==> config.mk <==
export PLATFORM = sky130hd
export DESIGN_NAME = smc_socket_mode
export DESIGN_NICKNAME = d
export VERILOG_FILES = /design/src/core/smc_pkg.sv /design/src/core/smc_socket_mode.sv
export VERILOG_INCLUDE_DIRS = /design/src /design/src/core
export SDC_FILE = /design/constraint.sdc
export NUM_CORES = 1
export LEC_CHECK = 0
export BUFFER_PORTS_ARGS = -buffer_cell sky130_fd_sc_hd__clkbuf_2
export CAP_MARGIN = 20
export CORE_AREA = 4 4 254 256
export CTS_CLUSTER_SIZE = 20
export DETAILED_ROUTE_END_ITERATION = 10
export DIE_AREA = 0 0 258 260
export GPL_TIMING_DRIVEN = 0
export HOLD_SLACK_MARGIN = 0.02
export PLACE_DENSITY = 0.45
export SLEW_MARGIN = 30
export SYNTH_ARGS = -nofsm -noshare
export SYNTH_HDL_FRONTEND = slang
export SYNTH_SLANG_ARGS = --single-unit
==> constraint.sdc <==
create_clock -name mclk_i -period 2.9 [get_ports mclk_i]
set_clock_uncertainty 0.2 [all_clocks]
set_input_delay 0.145 -clock mclk_i [delete_from_list [all_inputs] [get_ports mclk_i]]
set_output_delay 0.145 -clock mclk_i [all_outputs]
set_load 0.02 [all_outputs]
==> src/core/smc_cfg.svh <==
// constants for the per-socket mode register bank
`ifndef SMC_CFG_SVH
`define SMC_CFG_SVH
// register offsets inside one socket's register space
`define SMC_MODE_OFS 16'h0000
`define SMC_CMD_OFS 16'h0001
`define SMC_STAT_OFS 16'h0003
// reset values
`define SMC_MODE_RST 8'h00
`define SMC_ZERO8 8'h00
// protocol selector codes, low nibble of the mode register
`define SMC_PROTO_CLOSED 4'h0
`define SMC_PROTO_TCP 4'h1
`define SMC_PROTO_UDP 4'h2
`define SMC_PROTO_RAW 4'h4
// option bit positions
`define SMC_BIT7 7
`define SMC_BIT6 6
`define SMC_BIT5 5
`define SMC_BIT4 4
// socket commands
`define SMC_CMD_OPEN 8'h01
`define SMC_CMD_CLOSE 8'h10
// socket state codes after open
`define SMC_ST_CLOSED 8'h00
`define SMC_ST_TCP 8'h13
`define SMC_ST_UDP 8'h22
`define SMC_ST_RAW 8'h42
// retry interval unit, clock rate
`define SMC_UNIT_NS 100000
`define SMC_CLK_MHZ 25
`define SMC_RETRY_ZERO 16'h0000
`endif

==> src/core/smc_pkg.sv <==
// types shared by the socket mode register bank
package smc_pkg;
    // one register access from the host port, already framed
    typedef struct packed {
        logic valid;
        logic write;
        logic [2:0] socket;
        logic [15:0] offset;
        logic [7:0] wdata;
    } smc_acc_s;
    // classification of one received packet or frame
    typedef struct packed {
        logic valid;
        logic [2:0] socket;
        logic bcast;
        logic own_mac;
        logic grp_mac;
        logic ipv6;
        logic ip_unicast;
        logic tcp_data;
    } smc_rx_s;
    // acknowledge scheduler per socket
    typedef enum logic [0:0] {
        ACK_IDLE,
        ACK_WAIT
    } smc_ack_e;
endpackage

==> src/core/smc_socket_mode.sv <==
// per-socket mode registers, receive filter and acknowledge timing
`timescale 1ns/1ns
`include "smc_cfg.svh"
module smc_socket_mode #(
    parameter int NUM_SOCK = 8,
    parameter int UNIT_CYC = (`SMC_UNIT_NS * `SMC_CLK_MHZ) / 1000
) (
    input wire logic mclk_i,
    input wire logic rst_n_i,
    input wire smc_pkg::smc_acc_s acc_i,
    input wire logic [15:0] retry_interval_i,
    input wire smc_pkg::smc_rx_s rx_i,
    output logic [7:0] rd_data_o,
    output logic rd_valid_o,
    output logic rx_accept_o,
    output logic rx_drop_o,
    output logic [7:0] ack_send_o,
    output logic [7:0] igmp_sel_o,
    output logic [63:0] sock_status_o
);
    import smc_pkg::*;

    // socket count is bounded by the three-bit index
    if (NUM_SOCK < 1 || NUM_SOCK > 8) begin : g_chk_n
        $error("NUM_SOCK must be 1 to 8");
    end
    if (UNIT_CYC < 1 || UNIT_CYC > 4096) begin : g_chk_u
        $error("UNIT_CYC must be 1 to 4096");
    end

    localparam logic [3:0] NS4 = 4'(NUM_SOCK);
    localparam logic [11:0] UNIT_LAST = 12'(UNIT_CYC - 1);

    ////////////////////////////////////////////////////////////////////
    // storage
    logic [7:0] mode_r [NUM_SOCK];     // mode register per socket
    logic [7:0] stat_r [NUM_SOCK];     // socket state after open/close
    logic ack_r [NUM_SOCK];            // one-cycle ack request
    logic igmp_r [NUM_SOCK];           // selected igmp version
    smc_ack_e ack_st_r [NUM_SOCK];     // ack scheduler state
    logic [15:0] ack_cnt_r [NUM_SOCK]; // remaining retry units
    logic [11:0] unit_cnt_r;           // prescaler for retry unit
    logic unit_tick_r;                 // one pulse per retry unit

    // access decode, shared by all sockets
    logic acc_ok;
    logic wr_mode;
    logic wr_cmd;
    assign acc_ok = acc_i.valid && ({1'b0, acc_i.socket} < NS4);
    assign wr_mode = acc_ok && acc_i.write && (acc_i.offset == `SMC_MODE_OFS);
    assign wr_cmd = acc_ok && acc_i.write && (acc_i.offset == `SMC_CMD_OFS);

    ////////////////////////////////////////////////////////////////////
    // retry unit prescaler, free running so the first unit of a delay may be partial
    always_ff @(posedge mclk_i or negedge rst_n_i) begin
        if (!rst_n_i) begin
            unit_cnt_r <= 12'h000;
            unit_tick_r <= 1'b0;
        end else if (unit_cnt_r == UNIT_LAST) begin
            unit_cnt_r <= 12'h000;
            unit_tick_r <= 1'b1;
        end else begin
            unit_cnt_r <= unit_cnt_r + 12'h001;
            unit_tick_r <= 1'b0;
        end
    end

    ////////////////////////////////////////////////////////////////////
    // per-socket registers and acknowledge scheduling
    for (genvar i = 0; i < NUM_SOCK; i++) begin : g_sock
        localparam logic [2:0] IDX = 3'(i);
        logic sel;
        logic seg_in;
        assign sel = (acc_i.socket == IDX);
        assign seg_in = rx_i.valid && rx_i.tcp_data && (rx_i.socket == IDX) && (stat_r[i] == `SMC_ST_TCP);

        // mode register, plain read/write
        always_ff @(posedge mclk_i or negedge rst_n_i) begin
            if (!rst_n_i) begin
                mode_r[i] <= `SMC_MODE_RST;
            end else if (wr_mode && sel) begin
                mode_r[i] <= acc_i.wdata;
            end
        end

        // open latches the protocol held right now, close clears it
        always_ff @(posedge mclk_i or negedge rst_n_i) begin
            if (!rst_n_i) begin
                stat_r[i] <= `SMC_ST_CLOSED;
            end else if (wr_cmd && sel && acc_i.wdata == `SMC_CMD_OPEN) begin
                case (mode_r[i][3:0])
                    `SMC_PROTO_TCP: stat_r[i] <= `SMC_ST_TCP;
                    `SMC_PROTO_UDP: stat_r[i] <= `SMC_ST_UDP;
                    // raw only honoured on socket zero; elsewhere stays shut
                    `SMC_PROTO_RAW: stat_r[i] <= (i == 0) ? `SMC_ST_RAW : `SMC_ST_CLOSED;
                    default: stat_r[i] <= `SMC_ST_CLOSED;
                endcase
            end else if (wr_cmd && sel && acc_i.wdata == `SMC_CMD_CLOSE) begin
                stat_r[i] <= `SMC_ST_CLOSED;
            end
        end

        // igmp version bit only means something in UDP multicast mode, whether the socket is open or not
        always_ff @(posedge mclk_i or negedge rst_n_i) begin
            if (!rst_n_i) begin
                igmp_r[i] <= 1'b0;
            end else begin
                igmp_r[i] <= (mode_r[i][3:0] == `SMC_PROTO_UDP) && mode_r[i][`SMC_BIT7]
                             && mode_r[i][`SMC_BIT5];
            end
        end

        // ack scheduler: immediate or after the retry interval
        always_ff @(posedge mclk_i or negedge rst_n_i) begin
            if (!rst_n_i) begin
                ack_st_r[i] <= ACK_IDLE;
                ack_cnt_r[i] <= `SMC_RETRY_ZERO;
                ack_r[i] <= 1'b0;
            end else begin
                ack_r[i] <= 1'b0;
                case (ack_st_r[i])
                    ACK_IDLE: begin
                        if (seg_in && mode_r[i][`SMC_BIT5]) begin
                            ack_r[i] <= 1'b1;
                        end else if (seg_in) begin
                            ack_st_r[i] <= ACK_WAIT;
                            ack_cnt_r[i] <= retry_interval_i;
                        end
                    end
                    ACK_WAIT: begin
                        // a segment arriving meanwhile rides on the pending ack
                        if (unit_tick_r) begin
                            if (ack_cnt_r[i] == `SMC_RETRY_ZERO) begin
                                ack_r[i] <= 1'b1;
                                ack_st_r[i] <= ACK_IDLE;
                            end else begin
                                ack_cnt_r[i] <= ack_cnt_r[i] - 16'h0001;
                            end
                        end
                    end
                    default: ack_st_r[i] <= ACK_IDLE;
                endcase
            end
        end
    end

    // flatten per-socket flops onto the output buses
    always_comb begin
        ack_send_o = 8'h00;
        igmp_sel_o = 8'h00;
        sock_status_o = 64'h0;
        for (int k = 0; k < NUM_SOCK; k++) begin
            ack_send_o[k] = ack_r[k];
            igmp_sel_o[k] = igmp_r[k];
            sock_status_o[k*8 +: 8] = stat_r[k];
        end
    end

    ////////////////////////////////////////////////////////////////////
    // register read port, answer one cycle after the access
    always_ff @(posedge mclk_i or negedge rst_n_i) begin
        if (!rst_n_i) begin
            rd_data_o <= `SMC_ZERO8;
            rd_valid_o <= 1'b0;
        end else begin
            rd_valid_o <= acc_i.valid && !acc_i.write;
            if (acc_ok && !acc_i.write && acc_i.offset == `SMC_MODE_OFS) begin
                rd_data_o <= mode_r[acc_i.socket];
            end else if (acc_ok && !acc_i.write && acc_i.offset == `SMC_STAT_OFS) begin
                rd_data_o <= stat_r[acc_i.socket];
            end else begin
                // command register reads back cleared, unmapped reads zero
                rd_data_o <= `SMC_ZERO8;
            end
        end
    end

    ////////////////////////////////////////////////////////////////////
    // receive filter, decided per packet on the addressed socket
    logic [7:0] rx_mode;
    logic [7:0] rx_stat;
    logic rx_pass;
    always_comb begin
        rx_mode = `SMC_ZERO8;
        rx_stat = `SMC_ST_CLOSED;
        if ({1'b0, rx_i.socket} < NS4) begin
            rx_mode = mode_r[rx_i.socket];
            rx_stat = stat_r[rx_i.socket];
        end
        case (rx_stat)
            `SMC_ST_TCP: rx_pass = 1'b1; // bit7 has no filter effect here
            `SMC_ST_UDP: begin
                rx_pass = !(rx_i.bcast && rx_mode[`SMC_BIT6]);
                if (rx_mode[`SMC_BIT7] && rx_mode[`SMC_BIT4] && rx_i.ip_unicast) begin
                    rx_pass = 1'b0;
                end
            end
            `SMC_ST_RAW: begin
                rx_pass = !(rx_mode[`SMC_BIT7] && !rx_i.bcast && !rx_i.own_mac);
                if (rx_i.bcast && rx_mode[`SMC_BIT6]) rx_pass = 1'b0;
                if (rx_i.grp_mac && rx_mode[`SMC_BIT5]) rx_pass = 1'b0;
                if (rx_i.ipv6 && rx_mode[`SMC_BIT4]) rx_pass = 1'b0;
            end
            default: rx_pass = 1'b0;
        endcase
    end

    // verdict is a one-cycle pulse after the packet descriptor
    always_ff @(posedge mclk_i or negedge rst_n_i) begin
        if (!rst_n_i) begin
            rx_accept_o <= 1'b0;
            rx_drop_o <= 1'b0;
        end else begin
            rx_accept_o <= rx_i.valid && rx_pass;
            rx_drop_o <= rx_i.valid && !rx_pass;
        end
    end
endmodule

Word-level counts from Yosys, hierarchy flattened
Cells that the tools add are included.

Flip-flop bits (word level): 304. Bits in latches: 0. Memory bits (writable): 0. Memory bits (read-only): 0. Input bits: 57. Output and inout port bits: 91. Memories: 0.

Add/sub/neg operators: 9. Multipliers: 0. Div/mod/pow operators: 0. Order comparisons: 2. Equal/unequal tests: 79. Shift operators: 0. Multiplexer cells: 157. Bitwise gates (word level): 10. Reductions and logical operators: 121.

Operators with widths (number): 2-to-1 mux 16 bit (32); one-hot mux 16 bit (2 select lines) (8); 2-to-1 mux 8 bit (26); logical NOT 16 bit (9); subtractor 16 x 1 -> 16 bit, second input constant (8); binary-select mux 8 bit (select 3 bit) (4); logical AND 1 bit (88); one-hot mux 6 bit (2 select lines) (7); == test 8 x 5 -> 1 bit, second input constant (10); 2-to-1 mux 1 bit (61); != test 2 bit, second input constant (24); == test 4 x 1 -> 1 bit, second input constant (8); == test 4 x 2 -> 1 bit, second input constant (8); one-hot mux 1 bit (2 select lines) (16); AND reduction 4 bit (8); == test 3 bit, second input constant (8); one-hot mux 7 bit (3 select lines) (1); == test 16 x 1 -> 1 bit, second input constant (1); == test 16 x 2 -> 1 bit, second input constant (1); != test 2 x 1 -> 1 bit, second input constant (8); nonzero test 2 bit (8); adder 12 x 1 -> 12 bit, second input constant (1); == test 12 bit, second input constant (1); == test 3 x 2 -> 1 bit, second input constant (4); 12 further kinds (28).

Logic depth before layout (Yosys ltp)
Gate-level depths: netlist of run 1.

Depth after elaboration: 13. Mapped depth: 10.

Least setup slack after synthesis of run 1
No wires, ideal clock.

Kind: register -> register. From: register ack_cnt_r[16] (netlist name). To: register ack_cnt_r[25] (netlist name). Library setup time: 0.137 ns. Arrival time: 2.175 ns. Slack: 0.388 ns. Cell stages (with the launch flop): 11. Buffers on the path: 2. Clock period less this slack: 2.512 ns. Cell sequence: dfrtp_1 inv_1 ha_1 nor3b_1 nand2_1 o311a_1 or2_2 buf_2 buf_2 o22ai_1 a21oi_1.

Longest elaborated chain between the ends: 4.

RTL lines: from (decl) (RTL line smc_socket_mode.sv:41) `logic [15:0] ack_cnt_r [NUM_SOCK];`; from (signal, indexed assignment) (RTL line smc_socket_mode.sv:117) `` ack_cnt_r[i] <= `SMC_RETRY_ZERO; ``; from (signal, indexed assignment) (RTL line smc_socket_mode.sv:127) `ack_cnt_r[i] <= retry_interval_i;`; from (signal, indexed assignment) (RTL line smc_socket_mode.sv:137) `ack_cnt_r[i] <= ack_cnt_r[i] - 16'h0001;`; subtractor 16 x 1 -> 16 bit (RTL line smc_socket_mode.sv:137); 2-to-1 mux 16 bit (RTL line smc_socket_mode.sv:133) `` if (ack_cnt_r[i] == `SMC_RETRY_ZERO) begin ``; 2-to-1 mux 16 bit (RTL line smc_socket_mode.sv:132) `if (unit_tick_r) begin`; one-hot mux 16 bit (2 select lines) (RTL line smc_socket_mode.sv:121) `case (ack_st_r[i])`.

Parallel ways exist; a longest one is shown, timed or not. The select of a mux whose other input is x is not followed. A chain may end at the register's enable or synchronous reset.

Final worst setup path of run 1
From: register unit_tick_r. To: register ack_r (netlist bit ack_send_o[4]).

Longest elaborated chain between the ends: 2.

RTL lines: from (decl) (RTL line smc_socket_mode.sv:43) `logic unit_tick_r;`; from (signal assigned) (RTL line smc_socket_mode.sv:58) `unit_tick_r <= 1'b0;`; from (signal assigned) (RTL line smc_socket_mode.sv:61) `unit_tick_r <= 1'b1;`; from (signal assigned) (RTL line smc_socket_mode.sv:64) `unit_tick_r <= 1'b0;`; 2-to-1 mux 1 bit (RTL line smc_socket_mode.sv:132); one-hot mux 1 bit (2 select lines) (RTL line smc_socket_mode.sv:121); to (signal, indexed assignment) (RTL line smc_socket_mode.sv:120) `ack_r[i] <= 1'b0;`; to (signal, indexed assignment) (RTL line smc_socket_mode.sv:124) `ack_r[i] <= 1'b1;`; to (signal, indexed assignment) (RTL line smc_socket_mode.sv:134) `ack_r[i] <= 1'b1;`; to (decl) (RTL line smc_socket_mode.sv:38) `logic ack_r [NUM_SOCK];`.

No other way between the ends.

==> flow_metrics.tcl, run 1 <==
set metrics [dict create \
    cts.sinks 265 \
    critical-path-max-stage-delay_ns 0.72 \
    root_buffer "clkbuf_16" \
    n_fill_cell 6527 \
    drive_above_1_share_pct 21.2 \
    die_y_um 260 \
    gp_congestion 0.871 \
    insertion_delay_ns 0.59 \
    final_max_slew_viol_count 0 \
    synth_seq_cells 265 \
    final_cells 2688 \
    hold_path_class "in -> reg" \
    crit_slowest_cell "dfrtp_1" \
    max-cap-violations 0 \
    track_usage_pct 15.7 \
    setup_viol 0 \
    cts_buffer_depth 3 \
    worst-path-max-fanout 10 \
    synth_area_sq_um 15400 \
    synth.area.top_cells "dfrtp_1 (43%), mux2_2 (5.0%), mux4_2 (4.7%), nand2_1 (3.7%), nor2_1 (3.3%)" \
    cts.reportedPaths.clkPinSlew_ns 0.07 \
    grt_max_degree 77 \
    outcome "completed" \
    first_global_vias 13300 \
    period_needed_ns 2.87 \
    die_area_sq_um 67100 \
    crit_buf_inv 3 \
    place.port_buffers 97 \
    max_freq_ghz 0.348 \
    fin_crit_sh_pct 99.1 \
    seqCellArea_sq_um 6630 \
    htreeDepth 1 \
    initial_core_util_pct 24.7 \
    ant_nets 0 \
    critPathLaunchType "flop" \
    synth_enable_flop_cells 0 \
    p_per_area_nw_per_um2 438 \
    layout.nets 1886 \
    required_ns 3.14 \
    slew_headroom_pct 29.9 \
    fp.dieW_um 258 \
    vias_per_cell 5.15 \
    firstDrtPassIters 5 \
    synth_cells 1611 \
    finalHoldViolCount 0 \
    vdd_ir_drop_max_mv 0.350 \
    synth_ff_type "dfrtp_1" \
    avgSynthCellArea_sq_um 9.57 \
    multi_input_area_sq_um 8180 \
    ios 148 \
    grt_first_pass_wirelength_um 82400 \
    endpoint_kind "flop" \
    vias 13900 \
    crit_family "buffers and inverters" \
    yosysTopAreaCell "dfrtp_1" \
    cp.arrival_ns 3.11 \
    worst_pin_slew_ns 1.05 \
    r2r_slack_ns 0.03 \
    crit_chain "clkbuf_2 -> buf_2 -> clkbuf_1 -> nand3_1 -> o21ai_0" \
    ys_types 89 \
    antenna_found_initial 1 \
    async_reset_ff_share_pct 100 \
    worstSetupPathType "reg -> reg" \
    routed_wl_um 54100 \
    cts_made_buffers 31 \
    wl_per_cell_um 20.1 \
    rsz0062_at_grt "true" \
    dp_hpwl_um 37700 \
    yosysWarnings 0 \
    final_common_cell "dfrtp_1" \
    drtIter0Drc 960 \
    finalSetupTns_ns 0 \
    synth_top_area_share_pct 43.0 \
    p_leak_uw 0.00778 \
    drcViolationCount 0 \
    syn2layout_area_growth_pct 21.7 \
    placed_area_sq_um 17200 \
    grt-ovfl-total 0 \
    placed_cells 2589 \
    synth_seq_area_share_pct 43.0 \
    core_sq_um 62500 \
    most-common-layout-cells "dfrtp_1 (264), nand2_1 (152), nor2_1 (136)" \
    tritoncts "done" \
    fin_area_sq_um 18800 \
    fp-row-count 92 \
]
flip-flops by register name, summed over array words and instances, names as in the netlist:
register / count
igmp_sel_o: 8
rx_accept_o: 1
ack_cnt_r: 128
rd_data_o: 8
mode_r: 64
rd_valid_o: 1
unit_tick_r: 1
unit_cnt_r: 12
ack_send_o: 8
sock_status_o: 25
rx_drop_o: 1
ack_st_r: 8
cell type report:
class                   instances  area share (%)
inverters                      33           0.660
flip-flops and latches        265            35.3
well taps                     846            5.64
clock inverters                 5           0.420
clock buffers                  49            5.08
multi-input cells            1218            43.6
repair buffers                147            5.67
diodes                          1          0.0133
plain buffers                 124            3.63
metal layers:
metal | vias to the layer above | GRT usage (%) | part of all wire [%]
met5 | - | 0 | 0
li1 | 6380 | - | -
met2 | 483 | 24.1 | 44
met4 | 0 | 3.92 | 2.7
met1 | 6909 | 22.8 | 47
met3 | 82 | 2.96 | 6.4
stage by stage:
step                utilization [%]  power (uW)  hold slack [ns]  worst slack (ns)
floorplan                         -        3980           -0.351             0.388
global placement               27.3        4210            0.187             -4.64
detailed placement             27.5        4240           -0.123            -0.430
CTS                            29.9        8330           0.0319            0.0108
global route                   30.0        8520           0.0674          -0.00200
finish                         30.0        8210           0.0633            0.0274
where the power goes:
group | internal [uW] | total [uW] | switching [uW]
sequential | 3710 | 3720 | 10.5
clock | 2400 | 4010 | 1610
combinational | 160 | 490 | 330
total | 6270 | 8210 | 1950
worst paths after layout:
kind | end | from | cells after the start
worst max-delay path | ack_send_o[4]$_DFF_PN0_ | unit_tick_r$_DFF_PN0_ | 5
worst min-delay path | ack_cnt_r[16]$_DFFE_PN0P_ | retry_interval_i[0] | 3
worst max register to register | ack_send_o[4]$_DFF_PN0_ | unit_tick_r$_DFF_PN0_ | 5
worst min register to register | unit_cnt_r[8]$_DFF_PN0_ | unit_cnt_r[8]$_DFF_PN0_ | 1
max in group asynchronous | sock_status_o[28]$_DFFE_PN0P_ | rst_n_i | 5
min in group asynchronous | ack_cnt_r[23]$_DFFE_PN0P_ | rst_n_i | 4
kinds of logic (layout without fill, tap and decap cells):
kind of cell	Yosys count	after routing	share of synthesized area, %
buf+inv	158	358	5.19
flops	265	265	43.0
fa+ha+maj	9	9	0.730
mux	126	126	11.3
compound gates	354	354	15.2
simple gates	683	683	23.6
xor+xnor	15	15	0.852
other cells	1	32	0.0243
synth_stat cells (32+ instances only):
master and count:
clkbuf_1 43, o22ai_1 56, dfrtp_1 265, o21ai_0 83, nand2_1 153, nor2_1 136, mux4_2 32, nand3_1 54
mux2_2 69, buf_4 41, a21oi_1 67, nor3_1 100
tightest hold or removal path, cell delays in order:
cell and delay, ns:
clkbuf_1 0.38, nand3_1 0.20, o211ai_1 0.08
repair_timing:
item | in CTS | in global routing
hold buffers | 40 | 0
endpoints found under the hold margin | 386 | 0
pin swaps | 0 | 2
setup buffers | 0 | 5
gates resized for setup | 5 | 13
endpoints found under the setup margin | 35 | 81
(Power assumes the default switching activity.)
==> run 2, diff against run 1 <==
Settings changed: CORE_AREA 4 4 254 256 to 4 4 242 268, DIE_AREA 0 0 258 260 to 0 0 246 272.
==> flow_metrics.tcl, run 2 (synthesis gave the netlist of run 1 again) <==
set metrics [dict create \
    power_uw 8940 \
    largest_register "ack_cnt_r" \
    vdd_ir_drop_max_mv 0.336 \
    wl_per_cell_um 20.1 \
    cts.reportedPaths.clkPinSlew_ns 0.06 \
    n_fill_cell 6472 \
    htreeDepth 2 \
    cts_buffer_depth 3 \
    die_y_um 272 \
    critPathLaunchType "primary input" \
    worstSetupPathType "in -> reg" \
    fp.dieW_um 246 \
    routed_wl_um 54100 \
    fin_crit_sh_pct 95.2 \
    slew_headroom_pct 28.2 \
    max-cap-violations 0 \
    required_ns 3.11 \
    final_max_slew_viol_count 0 \
    die_area_sq_um 66900 \
    largest_register_ffs 128 \
    dp_hpwl_um 37700 \
    insertion_delay_ns 0.53 \
    hold_path_class "in -> reg" \
    r2r_slack_ns 0.15 \
    met2WireLength_um 25000 \
    layout.nets 1900 \
    drcViolationCount 0 \
    initial_core_util_pct 24.8 \
    vias_per_cell 5.13 \
    ios 148 \
    tritoncts "done" \
    track_usage_pct 15.8 \
    antenna_found_initial 0 \
    core_sq_um 62100 \
    max_freq_ghz 0.362 \
    antennaDiodeCount 0 \
    p_per_area_nw_per_um2 469 \
    final_common_cell "dfrtp_1" \
    cts.sinks 265 \
    drtIter0Drc 938 \
    finalHoldViolCount 0 \
    drive_above_1_share_pct 23.3 \
    firstDrtPassIters 6 \
    fp-row-count 96 \
    gp_congestion 0.883 \
    worst_pin_slew_ns 1.08 \
    first_global_vias 13400 \
    met1Wirelength_um 24100 \
    grt-ovfl-total 0 \
    setup_viol 0 \
    syn2layout_area_growth_pct 23.6 \
    cts_made_buffers 34 \
    ant_nets 0 \
    grt_first_pass_wirelength_um 82400 \
    cp.arrival_ns 2.97 \
    outcome "completed" \
    rsz0062_at_grt "false" \
    placed_cells 2575 \
    most-common-layout-cells "dfrtp_1 (248), nand2_1 (153), nor2_1 (135)" \
    p_leak_uw 0.00793 \
    grt_max_degree 71 \
    routed.top_layer "met4" \
    worst-path-max-fanout 10 \
    place.port_buffers 97 \
    vias 13800 \
    endpoint_kind "flop" \
    period_needed_ns 2.76 \
    dr_wl_met3_um 3460 \
    final_cells 2690 \
    root_buffer "clkbuf_16" \
]
run 2: cell types whose count changed in the layout (fill, tap and decap cells not counted), moves of 2 or more:
cell,delta
buf_1,-3
buf_2,+3
buf_4,+17
bufinv_16,+6
clkbuf_16,+4
clkbuf_8,-7
clkinv_2,+2
dfrtp_1,-16
dfrtp_2,+16
dlygate4sd3_1,-5
nor3_1,-2
nor3_2,+3
run 2: final timing paths:
check                                   startpoint                    endpoint  cells after the start
hold / removal                             rx_i[7]       ack_st_r[7]$_DFF_PN0_                      5
hold reg to reg            unit_cnt_r[8]$_DFF_PN0_     unit_cnt_r[8]$_DFF_PN0_                      1
setup / recovery                         acc_i[25]      rd_data_o[5]$_DFF_PN0_                      7
setup reg to reg             mode_r[5]$_DFFE_PN0P_       rx_accept_o$_DFF_PN0_                      7
max in group asynchronous                  rst_n_i  ack_cnt_r[113]$_DFFE_PN0P_                      5
min in group asynchronous                  rst_n_i     igmp_sel_o[2]$_DFF_PN0_                      4
run 2: layout make-up:
type	instances	area (sq um)	share of cell area, %
multi-input combinational	1218	8190	43.0
sequential	265	6650	34.9
timing repair buffer	158	1140	5.97
tap	833	1040	5.47
clock buffer	45	953	5.00
buffer	124	684	3.59
clock inverter	14	277	1.45
inverter	33	124	0.650
run 2: per-layer routing:
layer | vias to the layer above | track usage [%]
met5 | - | 0
li1 | 6417 | -
met3 | 84 | 3.21
met1 | 6828 | 21.4
met4 | 0 | 5.26
met2 | 471 | 25.2
run 2: power by group:
part | internal (uW) | switching (uW)
clock network | 3020 | 1720
registers | 3710 | 9.90
logic | 157 | 330
run 2: timing repair:
action,in CTS,in global routing
hold buffers,35,0
pin swaps,0,3
hold endpoints to repair,265,0
setup buffers,0,22
endpoints found under the setup margin,35,76
gates resized for setup,4,34
run 2: critical path, cell delays in order:
cell and delay (ns):
dlygate4sd3_1 0.53, clkbuf_2 0.19, clkbuf_1 0.50, clkbuf_1 0.73, mux4_2 0.45, mux2i_1 0.29
o22ai_1 0.12
run 2: stage by stage:
stage | hold WS, ns | setup TNS (ns) | setup WS (ns) | area [sq um] | util [%]
finish | 0.0601 | 0 | 0.138 | 19100 | 30.7
global placement | 0.177 | -1225.89 | -4.64 | 17100 | 27.5
CTS | 0.0208 | 0 | 0.0317 | 18800 | 30.3
global route | 0.0630 | 0 | 0.0114 | 19100 | 30.7
detailed placement | -0.0745 | -6.21 | -0.440 | 17200 | 27.7
floorplan | -0.351 | 0 | 0.388 | 15500 | -
